$ cat src/rtl/slb_pkg.sv
package slb_pkg;

    // ------------------------------------------------------------------
    // Timing
    // ------------------------------------------------------------------
    localparam int unsigned CLK_HZ          = 100_000_000;
    localparam int unsigned SHORT_PRESS_S   = 3;
    localparam int unsigned RESTART_PRESS_S = 15;
    localparam int unsigned DEBOUNCE_US     = 10_000;
    localparam int unsigned BLINK_MS        = 250;
    localparam int unsigned ACT_BLINK_MS    = 50;
    localparam int unsigned SHORT_CYC       = SHORT_PRESS_S * CLK_HZ;
    localparam int unsigned RESTART_CYC     = RESTART_PRESS_S * CLK_HZ;
    localparam int unsigned DEBOUNCE_CYC    = DEBOUNCE_US * (CLK_HZ / 1_000_000);
    localparam int unsigned BLINK_CYC       = BLINK_MS * (CLK_HZ / 1000);
    localparam int unsigned ACT_BLINK_CYC   = ACT_BLINK_MS * (CLK_HZ / 1000);
    localparam int unsigned HOLD_W          = 31;
    localparam int unsigned PICKUP_N        = 3;
    localparam int unsigned TIMING_W        = 10;

    // ------------------------------------------------------------------
    // Status lamp colours
    // ------------------------------------------------------------------
    localparam logic [1:0] COL_OFF    = 2'h0;
    localparam logic [1:0] COL_GREEN  = 2'h1;
    localparam logic [1:0] COL_RED    = 2'h2;
    localparam logic [1:0] COL_YELLOW = 2'h3;

    typedef struct packed {
        logic ack_warnings;
        logic ack_error_alarms;
        logic restart;
    } slb_ack_t;

    typedef struct packed {
        logic [1:0]          status_color;
        logic                firing;
        logic [PICKUP_N-1:0] pickup;
        logic                general_purpose_output;
    } slb_lamps_t;

endpackage : slb_pkg

$ cat src/rtl/slb_pulse_stretch.sv
`timescale 1ns/10ps
`default_nettype none
module slb_pulse_stretch
    import slb_pkg::*;
#(
    parameter int unsigned LEN = 1
) (
    // Clock and reset
    input  wire logic sys_clk_in,
    input  wire logic sys_rst_in,
    // Activity
    input  wire logic edge_in,
    output var  logic lamp_out
);

    logic [31:0] cnt_reg;
    logic [31:0] cnt_next;
    logic        lamp_next;

    assign cnt_next  = edge_in ? LEN : ((cnt_reg != 32'h0) ? cnt_reg - 32'h1 : 32'h0);
    assign lamp_next = (cnt_next != 32'h0);

    always_ff @(posedge sys_clk_in or posedge sys_rst_in) begin
        if (sys_rst_in) begin
            cnt_reg  <= 32'h0;
            lamp_out <= 1'b0;
        end else begin
            cnt_reg  <= cnt_next;
            lamp_out <= lamp_next;
        end
    end

endmodule : slb_pulse_stretch
`default_nettype wire

$ cat src/rtl/slb_status_led_button.sv
// How it works
// - Status lamp blinks green while running without error or warning.
// - Status lamp steady red on error, yellow on warning.
// - Firing lamp follows ignition activity, forced off during self test.
// - Each of three pickup lamps blinks on activity of its pickup.
// - General purpose output lamp on exactly while that output is active.
// - Potentiometer timing passed only when configuration enable is set.
// - Press under 3 s acknowledges all existing warnings.
// - Press of 3 s to 15 s, no pickups, error present: clear error and alarms.
// - Press over 3 s acknowledges warnings unless the hold triggered a restart.
// - Hold over 15 s with no pickups restarts the controller.
`timescale 1ns/10ps
`default_nettype none
module slb_status_led_button
    import slb_pkg::*;
#(
    parameter int unsigned DEB_LIM     = DEBOUNCE_CYC,
    parameter int unsigned SHORT_LIM   = SHORT_CYC,
    parameter int unsigned RESTART_LIM = RESTART_CYC,
    parameter int unsigned BLINK_LIM   = BLINK_CYC,
    parameter int unsigned ACT_LIM     = ACT_BLINK_CYC
) (
    // Clock and reset
    input  wire logic                sys_clk_in,
    input  wire logic                sys_rst_in,
    // Controller state
    input  wire logic                running_in,
    input  wire logic                error_in,
    input  wire logic                warning_in,
    input  wire logic                ignition_active_in,
    input  wire logic                self_test_in,
    input  wire logic                general_purpose_output_in,
    input  wire logic [PICKUP_N-1:0] pickup_in,
    input  wire logic                pickups_detected_in,
    // Potentiometer
    input  wire logic                pot_enable_in,
    input  wire logic [TIMING_W-1:0] pot_value_in,
    // Service button, raw pin, active high when pressed
    input  wire logic                service_ack_button_in,
    // Lamps
    output var  slb_lamps_t          lamps_out,
    // Actions, one-cycle pulses
    output var  slb_ack_t            ack_out,
    // Timing adjustment
    output var  logic                pot_valid_out,
    output var  logic [TIMING_W-1:0] pot_timing_out
);

    // ------------------------------------------------------------------
    // Input synchronisers
    // ------------------------------------------------------------------
    logic                btn_s1_reg;
    logic                btn_s2_reg;
    logic [PICKUP_N-1:0] pk_s1_reg;
    logic [PICKUP_N-1:0] pk_s2_reg;
    logic [PICKUP_N-1:0] pk_s3_reg;

    always_ff @(posedge sys_clk_in or posedge sys_rst_in) begin
        if (sys_rst_in) begin
            btn_s1_reg <= 1'b0;
            btn_s2_reg <= 1'b0;
            pk_s1_reg  <= '0;
            pk_s2_reg  <= '0;
            pk_s3_reg  <= '0;
        end else begin
            btn_s1_reg <= service_ack_button_in;
            btn_s2_reg <= btn_s1_reg;
            pk_s1_reg  <= pickup_in;
            pk_s2_reg  <= pk_s1_reg;
            pk_s3_reg  <= pk_s2_reg;
        end
    end

    // ------------------------------------------------------------------
    // Debounce and hold timer
    // ------------------------------------------------------------------
    logic              btn_db_reg;
    logic              btn_db_next;
    logic [HOLD_W-1:0] deb_reg;
    logic [HOLD_W-1:0] deb_next;
    logic [HOLD_W-1:0] hold_reg;
    logic [HOLD_W-1:0] hold_next;
    logic              restart_done_reg;
    logic              restart_done_next;
    logic              release_w;
    logic              band_short_w;
    logic              band_long_w;
    logic              restart_hit_w;

    assign deb_next    = (btn_s2_reg == btn_db_reg) ? '0 :
                         ((deb_reg == HOLD_W'(DEB_LIM)) ? '0 : deb_reg + 1'b1);
    assign btn_db_next = (deb_reg == HOLD_W'(DEB_LIM)) ? btn_s2_reg : btn_db_reg;
    assign hold_next   = btn_db_reg ? ((hold_reg == '1) ? hold_reg : hold_reg + 1'b1) : '0;
    assign release_w   = btn_db_reg && !btn_db_next;
    assign band_short_w = release_w && (hold_reg < HOLD_W'(SHORT_LIM));
    assign band_long_w  = release_w && (hold_reg >= HOLD_W'(SHORT_LIM))
                          && !restart_done_reg && !restart_hit_w;
    assign restart_hit_w = btn_db_reg && !restart_done_reg
                           && (hold_reg > HOLD_W'(RESTART_LIM)) && !pickups_detected_in;
    assign restart_done_next = btn_db_reg ? (restart_done_reg || restart_hit_w) : 1'b0;

    always_ff @(posedge sys_clk_in or posedge sys_rst_in) begin
        if (sys_rst_in) begin
            btn_db_reg       <= 1'b0;
            deb_reg          <= '0;
            hold_reg         <= '0;
            restart_done_reg <= 1'b0;
        end else begin
            btn_db_reg       <= btn_db_next;
            deb_reg          <= deb_next;
            hold_reg         <= hold_next;
            restart_done_reg <= restart_done_next;
        end
    end

    // ------------------------------------------------------------------
    // Acknowledge actions
    // ------------------------------------------------------------------
    slb_ack_t ack_next;

    always_comb begin
        ack_next = '0;
        ack_next.ack_warnings     = band_short_w || band_long_w;
        ack_next.ack_error_alarms = band_long_w && !pickups_detected_in && error_in;
        ack_next.restart          = restart_hit_w;
    end

    // ------------------------------------------------------------------
    // Lamps
    // ------------------------------------------------------------------
    logic [31:0]         blink_cnt_reg;
    logic                blink_reg;
    logic                blink_tick_w;
    logic [PICKUP_N-1:0] pk_edge_w;
    logic [PICKUP_N-1:0] pk_lamp_w;
    slb_lamps_t          lamps_next;

    assign blink_tick_w = (blink_cnt_reg == BLINK_LIM - 1);
    assign pk_edge_w    = pk_s2_reg & ~pk_s3_reg;

    always_ff @(posedge sys_clk_in or posedge sys_rst_in) begin
        if (sys_rst_in) begin
            blink_cnt_reg <= 32'h0;
            blink_reg     <= 1'b0;
        end else begin
            blink_cnt_reg <= blink_tick_w ? 32'h0 : blink_cnt_reg + 32'h1;
            blink_reg     <= blink_tick_w ? !blink_reg : blink_reg;
        end
    end

    for (genvar i = 0; i < PICKUP_N; i++) begin : g_pk
        slb_pulse_stretch #(
            .LEN (ACT_LIM)
        ) u_stretch (
            .sys_clk_in (sys_clk_in),
            .sys_rst_in (sys_rst_in),
            .edge_in    (pk_edge_w[i]),
            .lamp_out   (pk_lamp_w[i])
        );
    end

    always_comb begin
        lamps_next = '0;
        if (error_in) begin
            lamps_next.status_color = COL_RED;
        end else if (warning_in) begin
            lamps_next.status_color = COL_YELLOW;
        end else if (running_in && blink_reg) begin
            lamps_next.status_color = COL_GREEN;
        end else begin
            lamps_next.status_color = COL_OFF;
        end
        lamps_next.firing = ignition_active_in && !self_test_in;
        lamps_next.pickup = pk_lamp_w;
        lamps_next.general_purpose_output = general_purpose_output_in;
    end

    always_ff @(posedge sys_clk_in or posedge sys_rst_in) begin
        if (sys_rst_in) begin
            lamps_out      <= '0;
            ack_out        <= '0;
            pot_valid_out  <= 1'b0;
            pot_timing_out <= '0;
        end else begin
            lamps_out      <= lamps_next;
            ack_out        <= ack_next;
            pot_valid_out  <= pot_enable_in;
            pot_timing_out <= pot_enable_in ? pot_value_in : '0;
        end
    end

endmodule : slb_status_led_button
`default_nettype wire

$ cat config.mk
export PLATFORM = sky130hd
export DESIGN_NAME = slb_status_led_button
export DESIGN_NICKNAME = d
export VERILOG_FILES = /design/src/rtl/slb_pkg.sv /design/src/rtl/slb_pulse_stretch.sv /design/src/rtl/slb_status_led_button.sv
export SDC_FILE = /design/constraint.sdc
export NUM_CORES = 1
export LEC_CHECK = 0
export BUFFER_PORTS_ARGS = -buffer_cell sky130_fd_sc_hd__buf_2
export CORE_AREA = 2 2 146 148
export DETAILED_ROUTE_END_ITERATION = 12
export DIE_AREA = 0 0 148 150
export HOLD_SLACK_MARGIN = 0.05
export MAX_ROUTING_LAYER = met4
export PLACE_DENSITY_LB_ADDON = 0.25
export SYNTH_ARGS = -nofsm -noshare
export SYNTH_HDL_FRONTEND = slang
export SYNTH_SLANG_ARGS = --single-unit
$ cat constraint.sdc
create_clock -name sys_clk_in -period 7.1 [get_ports sys_clk_in]
set_clock_uncertainty 0.1 [all_clocks]
set_input_delay 0.71 -clock sys_clk_in [delete_from_list [all_inputs] [get_ports sys_clk_in]]
set_output_delay 0.71 -clock sys_clk_in [all_outputs]
set_load 0.02 [all_outputs]
==> run metrics, run 1 <==
largest net degree at the start of global routing 161; Die Ht 150 um; Final HPWL DP 14.8 mm; Routed Antenna Nets 0; unrepaired setup endpoints after global routing no; Post-Syn Area 11400 sq um; R2R setup slack 3.53 ns; startpoint type of the worst setup path flop; Arr. time, crit path 3.87 ns; number of global-route vias before repair 8301; CP most frequent cell a211o_1; hold path depth 1; ratio of cells with drive above 1 in the final layout 9.58%; CTS clk-pin slew, worst paths 0.06 ns; Skew-Pair Late Insertion Delay 0.52 ns; DRC errors left 0; crit-path cells nor4_2, nand4b_2, o31ai_4, a21oi_2, a211o_1, a2111o_1, a211o_1; Area contributors post-synth dfrtp_1, nor2_1, xnor2_1, xor2_1, nand3_1; number of vias per cell 5.65; f_max 280 MHz; Hold Path Class primary input to flop; Post-CTS Hold Fix Bufs 0; synth unique cells 68; diode count 0; worst r2r src g_pk[1].u_stretch.cnt_reg[16]; Worst Path Required 7.40 ns; max_slew headroom 23.7%; global-route wire length before repair 38.8 mm; pre-CTS setup slack 3.55 ns; period utilisation layout 50.4%; post-cts sizing count 0; die area 22200 sq um; Yosys top cell by area dfrtp_1; Min-Delay Endpoint lamps_out[0]; Flop pwr share 48.3%; Syn Nets 1207; die span in x 148 um; ys flop type dfrtp_1; I/O pin total 45; Filler cells 1767; final hold vios 0; standard-cell rows 53; Comb power frac 11.1%; post-layout util 61.0%; mux contribution to synthesized area 0.0992%; leakage 5.19 nW; port bufs 44; critical path's top delay family compound AO/OA/AOI/OAI gates; Post-synth EDFFs 0; Inserted Clock Buffers 25; Max Buffers Root-to-Sink 3; reg2reg path depth 7; synthesized area per cell 9.66 sq um; Largest register FFs 96; Synth top area share 50.2%; Core Area 20700 sq um; crit path capture type flop; largest family of logic cells by synthesized area simple AND/OR/NAND/NOR gates; VDD IR-drop max 0.235 mV; total wire length 22.2 mm; DR pass1 iterations 4; warning count from the yosys run 0; Synth async-reset ratio 100%; mean routed wirelength per cell 14.7 um; Crit Reg-Reg Endpoint g_pk[1].u_stretch.lamp_out; slew at the pin closest to its max-slew limit 1.14 ns; Hold Crit Start general_purpose_output_in; initial core utilization 54.9%; total track usage 21.3%; status finished, final reports clean; Power Density 238 nW/um^2; Fin Setup TNS 0 ns; CTS Sinks 228; Post-Synthesis Cells 1175; post-synthesis adder-cell area fraction 0.882%; # H-tree levels 1; area share of and/or/nand/nor cells after synthesis 27.0%; Synth Register Bits 228; clock share of power 40.6%; antenna violations before repair 0; power consumption 3.01 mW; Post-Synth XOR/XNOR Area 12.0%; worst setup margin 3.53 ns; setup bufs post-CTS 0; nets 1246; Buf+Inv Stages, Crit Path 0; Final Max Slew Viols 0; CP Class flop to flop; Clock Root Buffer clkbuf_16; switching power share of the total 26.7%; slowest CP cell o31ai_4; number of DRC markers in iteration 0 509; critical path fanouts, max 24; sw power 803 uW; total grt overflow 0; total number of vias 8518; area grow syn2layout 11.1%; CTS tree done; Synth Area in Compound Gates 7.57%; RePlAce Congestion 0.883; register area share after synthesis 50.2%; max_cap viols 0; Pint 2.20 mW; Finish-stage setup viols 0; minimum clock period 3.57 ns; Worst path max stage delay 0.93 ns
[through the flow]
step | hold slack, ns | area, sq um | cells
final | 0.198 | 12600 | 1507
after global routing | 0.180 | 12600 | 1507
after CTS | 0.177 | 12600 | 1507
after detailed placement | 0.235 | 11800 | 1462
after global placement | 0.232 | 11800 | 1462
after floorplan | 0.231 | 11400 | 1175
[cells in the final DEF, fill, tap and decap left out, types with 3 or more instances in the layout]
cell,n
a211o_1,7
a21boi_0,3
a21oi_1,35
a31oi_1,5
and2_1,17
and3_1,14
and4_1,6
buf_2,44
buf_4,6
clkbuf_16,25
clkbuf_8,6
clkinv_2,9
dfrtp_1,228
ha_1,8
inv_1,26
nand2_1,69
nand2b_1,10
nand3_1,59
nand3b_1,4
nand4_1,34
nand4b_1,3
nor2_1,192
nor2b_1,7
nor3_1,48
nor3b_1,7
nor4_1,38
nor4_2,6
nor4b_1,13
o211ai_1,3
o21ai_0,40
o21ai_1,3
o31ai_1,6
o41ai_1,6
or3_1,23
or4_1,18
or4_4,3
xnor2_1,82
xor2_1,74
[cells by family (layout without fill, tap and decap cells)]
kind of cell,count (synthesis),in the layout
compound gates,133,133
flops,228,228
fa+ha+maj,8,8
xor+xnor,156,156
simple gates,584,584
mux,1,1
buf+inv,65,122
[cell usage after synthesis, types with 4 or more instances]
cell type / number
a211o_1: 7
a21oi_1: 35
a31oi_1: 5
and2_1: 17
and3_1: 14
and4_1: 6
clkbuf_1: 35
dfrtp_1: 228
ha_1: 8
inv_1: 27
nand2_1: 69
nand2b_1: 10
nand3_1: 59
nand3b_1: 4
nand4_1: 34
nor2_1: 192
nor2b_1: 7
nor3_1: 48
nor3b_1: 7
nor4_1: 38
nor4_2: 6
nor4b_1: 13
o21ai_0: 40
o31ai_1: 7
o41ai_1: 6
or3_1: 23
or4_1: 18
xnor2_1: 82
xor2_1: 74
[how the worst max path moves through the flow]
stage,slack (ns),cells past startpoint,end,start
floorplan,0.04,1,ack_out[0],sys_rst_in
global route,3.34,7,g_pk[1].u_stretch.lamp_out,g_pk[1].u_stretch.cnt_reg[16]
detailed placement,3.55,7,g_pk[1].u_stretch.lamp_out,g_pk[1].u_stretch.cnt_reg[16]
global placement,3.68,9,g_pk[1].u_stretch.lamp_out,g_pk[1].u_stretch.cnt_reg[0]
CTS,3.55,7,g_pk[1].u_stretch.lamp_out,g_pk[1].u_stretch.cnt_reg[16]
finish,3.53,7,g_pk[1].u_stretch.lamp_out,g_pk[1].u_stretch.cnt_reg[16]
[layout make-up]
class / count / area [sq um] / area share [%]
tap: 275 / 344 / 2.73
multi-input combinational: 882 / 5410 / 42.9
inverter: 27 / 109 / 0.863
clock inverter: 12 / 68.8 / 0.546
timing repair buffer: 50 / 265 / 2.10
sequential: 228 / 5710 / 45.2
clock buffer: 33 / 716 / 5.67
[power groups by stage]
stage	clock, mW	sequential, mW	combinational, mW
after floorplan	0	1.45	0.265
after global placement	0	1.47	0.332
after detailed placement	0	1.47	0.334
after CTS	1.25	1.45	0.337
after global routing	1.32	1.46	0.375
final	1.22	1.45	0.334
[routing by layer]
metal	global-route usage, %	wire length, um	vias to the layer above	share of wire, %
met5	-	0	-	0
met4	5.86	437	0	2.0
met3	3.08	1030	32	4.6
met2	33.2	10200	177	46
met1	29.5	10600	4081	48
li1	-	-	4228	-
Power figures use the tool's default switching activity.
==> run 2, diff against run 1 <==
==> constraint.sdc (replaced) <==
create_clock -name sys_clk_in -period 3.1 [get_ports sys_clk_in]
set_clock_uncertainty 0.1 [all_clocks]
set_input_delay 0.31 -clock sys_clk_in [delete_from_list [all_inputs] [get_ports sys_clk_in]]
set_output_delay 0.31 -clock sys_clk_in [all_outputs]
set_load 0.02 [all_outputs]
==> run 2 against run 1 <==
Cell area increased by 5.1%. Fmax increased by 21%. Combinational power increased to 2.5 times the previous value. Critical path depth decreased by 1. Total power increased by 140%. Cell count increased by 3.8%. Sequential share of layout area decreased by 2.2 points. Critical path type unchanged. Largest power group unchanged. Sequential cell count unchanged. Critical endpoint is now g_pk[2].u_stretch.lamp_out.
==> run metrics, run 2 (same netlist as run 1, synthesis figures left out) <==
Routed Antenna Nets 0; power consumption 7.36 mW; post-layout util 64.1%; worst setup margin 0.150 ns; crit-path cells or4_4, or4b_4, nor4_4, o21ai_2, or3_1, a211o_1; period utilisation layout 95.1%; total track usage 22.5%; RePlAce Congestion 0.864; commonest cells after routing, fill and taps aside dfrtp_1, nor2_1, xnor2_1; number of vias per cell 5.63; DRC errors left 0; diode count 0; placed cell areas 12100 sq um; Inst Count DP 1494; number of DRC markers in iteration 0 607; number of global-route vias before repair 8576; Skew-Pair Late Insertion Delay 0.52 ns; CTS Sinks 228; total number of vias 8809; Non-Filler Instances 1564; f_max 339 MHz; total wire length 23.4 mm; crit path capture type flop; most common cell after layout, fill and taps aside dfrtp_1; status finished, final reports clean; Max Buffers Root-to-Sink 3; nets 1303; Final Max Slew Viols 0; Fin Setup TNS 0 ns; area grow syn2layout 16.7%; Buf+Inv Stages, Crit Path 0; slew at the pin closest to its max-slew limit 0.849 ns; minimum clock period 2.95 ns; largest net degree at the start of global routing 142; leakage 5.51 nW; slowest CP cell or4_4; die span in x 148 um; Hold Path Class flop to flop; antenna violations before repair 0; startpoint type of the worst setup path flop; ratio of cells with drive above 1 in the final layout 11.9%; port bufs 44; Worst Path Required 3.40 ns; die area 22200 sq um; CTS tree done; max_cap viols 0; CP Class flop to flop; I/O pin total 45; setup bufs post-CTS 0; CTS clk-pin slew, worst paths 0.06 ns; critical path's top delay family simple AND/OR/NAND/NOR gates; standard-cell rows 53; Inserted Clock Buffers 26; Largest register FFs 96; final hold vios 0; global-route wire length before repair 41.0 mm; Finish-stage setup viols 0; Core Area 20700 sq um; DR pass1 iterations 7; Final HPWL DP 15.3 mm; Arr. time, crit path 3.25 ns; Filler cells 1743; Power Density 555 nW/um^2; Worst path max stage delay 0.56 ns; VDD IR-drop max 0.465 mV; total grt overflow 0; initial core utilization 54.9%; max_slew headroom 42.9%; mean routed wirelength per cell 14.9 um; worst hold margin 0.251 ns; pre-CTS setup slack 0.0937 ns; Die Ht 150 um; post-route cell area 13300 sq um; critical path fanouts, max 7; Clock Root Buffer clkbuf_16; # H-tree levels 1
[run 2: worst paths after layout]
kind | from | to | slack [ns] | cells after the start
min | pk_s1_reg[0] | pk_s2_reg[0] | 0.25 | 0
min in group asynchronous | sys_rst_in | g_pk[2].u_stretch.cnt_reg[8] | 0.39 | 4
max in group asynchronous | sys_rst_in | deb_reg[19] | 1.88 | 4
max reg2reg | g_pk[2].u_stretch.cnt_reg[25] | g_pk[2].u_stretch.lamp_out | 0.15 | 6
min reg2reg | pk_s1_reg[0] | pk_s2_reg[0] | 0.25 | 0
max | g_pk[2].u_stretch.cnt_reg[25] | g_pk[2].u_stretch.lamp_out | 0.15 | 6
[run 2: worst register-to-register path, delay by kind of cell (launching register included)]
family / cells / cell delay [ns]
flops: 1 / 0.44
simple gates: 4 / 1.90
compound gates: 2 / 0.39
[run 2: repair_timing]
| item | 4_1_cts | 5_1_grt |
|---|---|---|
| endpoints found under the hold margin | 248 | 0 |
| hold buffers | 24 | 0 |
| endpoints found under the setup margin | 0 | 2 |
| gates resized for setup | 0 | 5 |
[run 2: area by class of cell]
type	instances	area [sq um]	share of cell area [%]
sequential	228	5710	43.0
multi-input combinational	882	5440	41.0
timing repair buffer	106	771	5.82
clock buffer	32	714	5.39
tap	275	344	2.60
clock inverter	14	176	1.33
inverter	27	105	0.793
[run 2: power breakdown]
group,switching [mW],internal [mW]
registers,0.199,3.13
clock network,1.22,1.96
logic,0.484,0.362
[run 2: layer usage]
layer  vias up  global-route usage, %  wire length, um
met5         -                      -                0
met4         0                   4.81              417
met3        33                   2.93              857
met2       133                   35.3            10900
met1      4294                   31.8            11200
li1       4349                      -                -
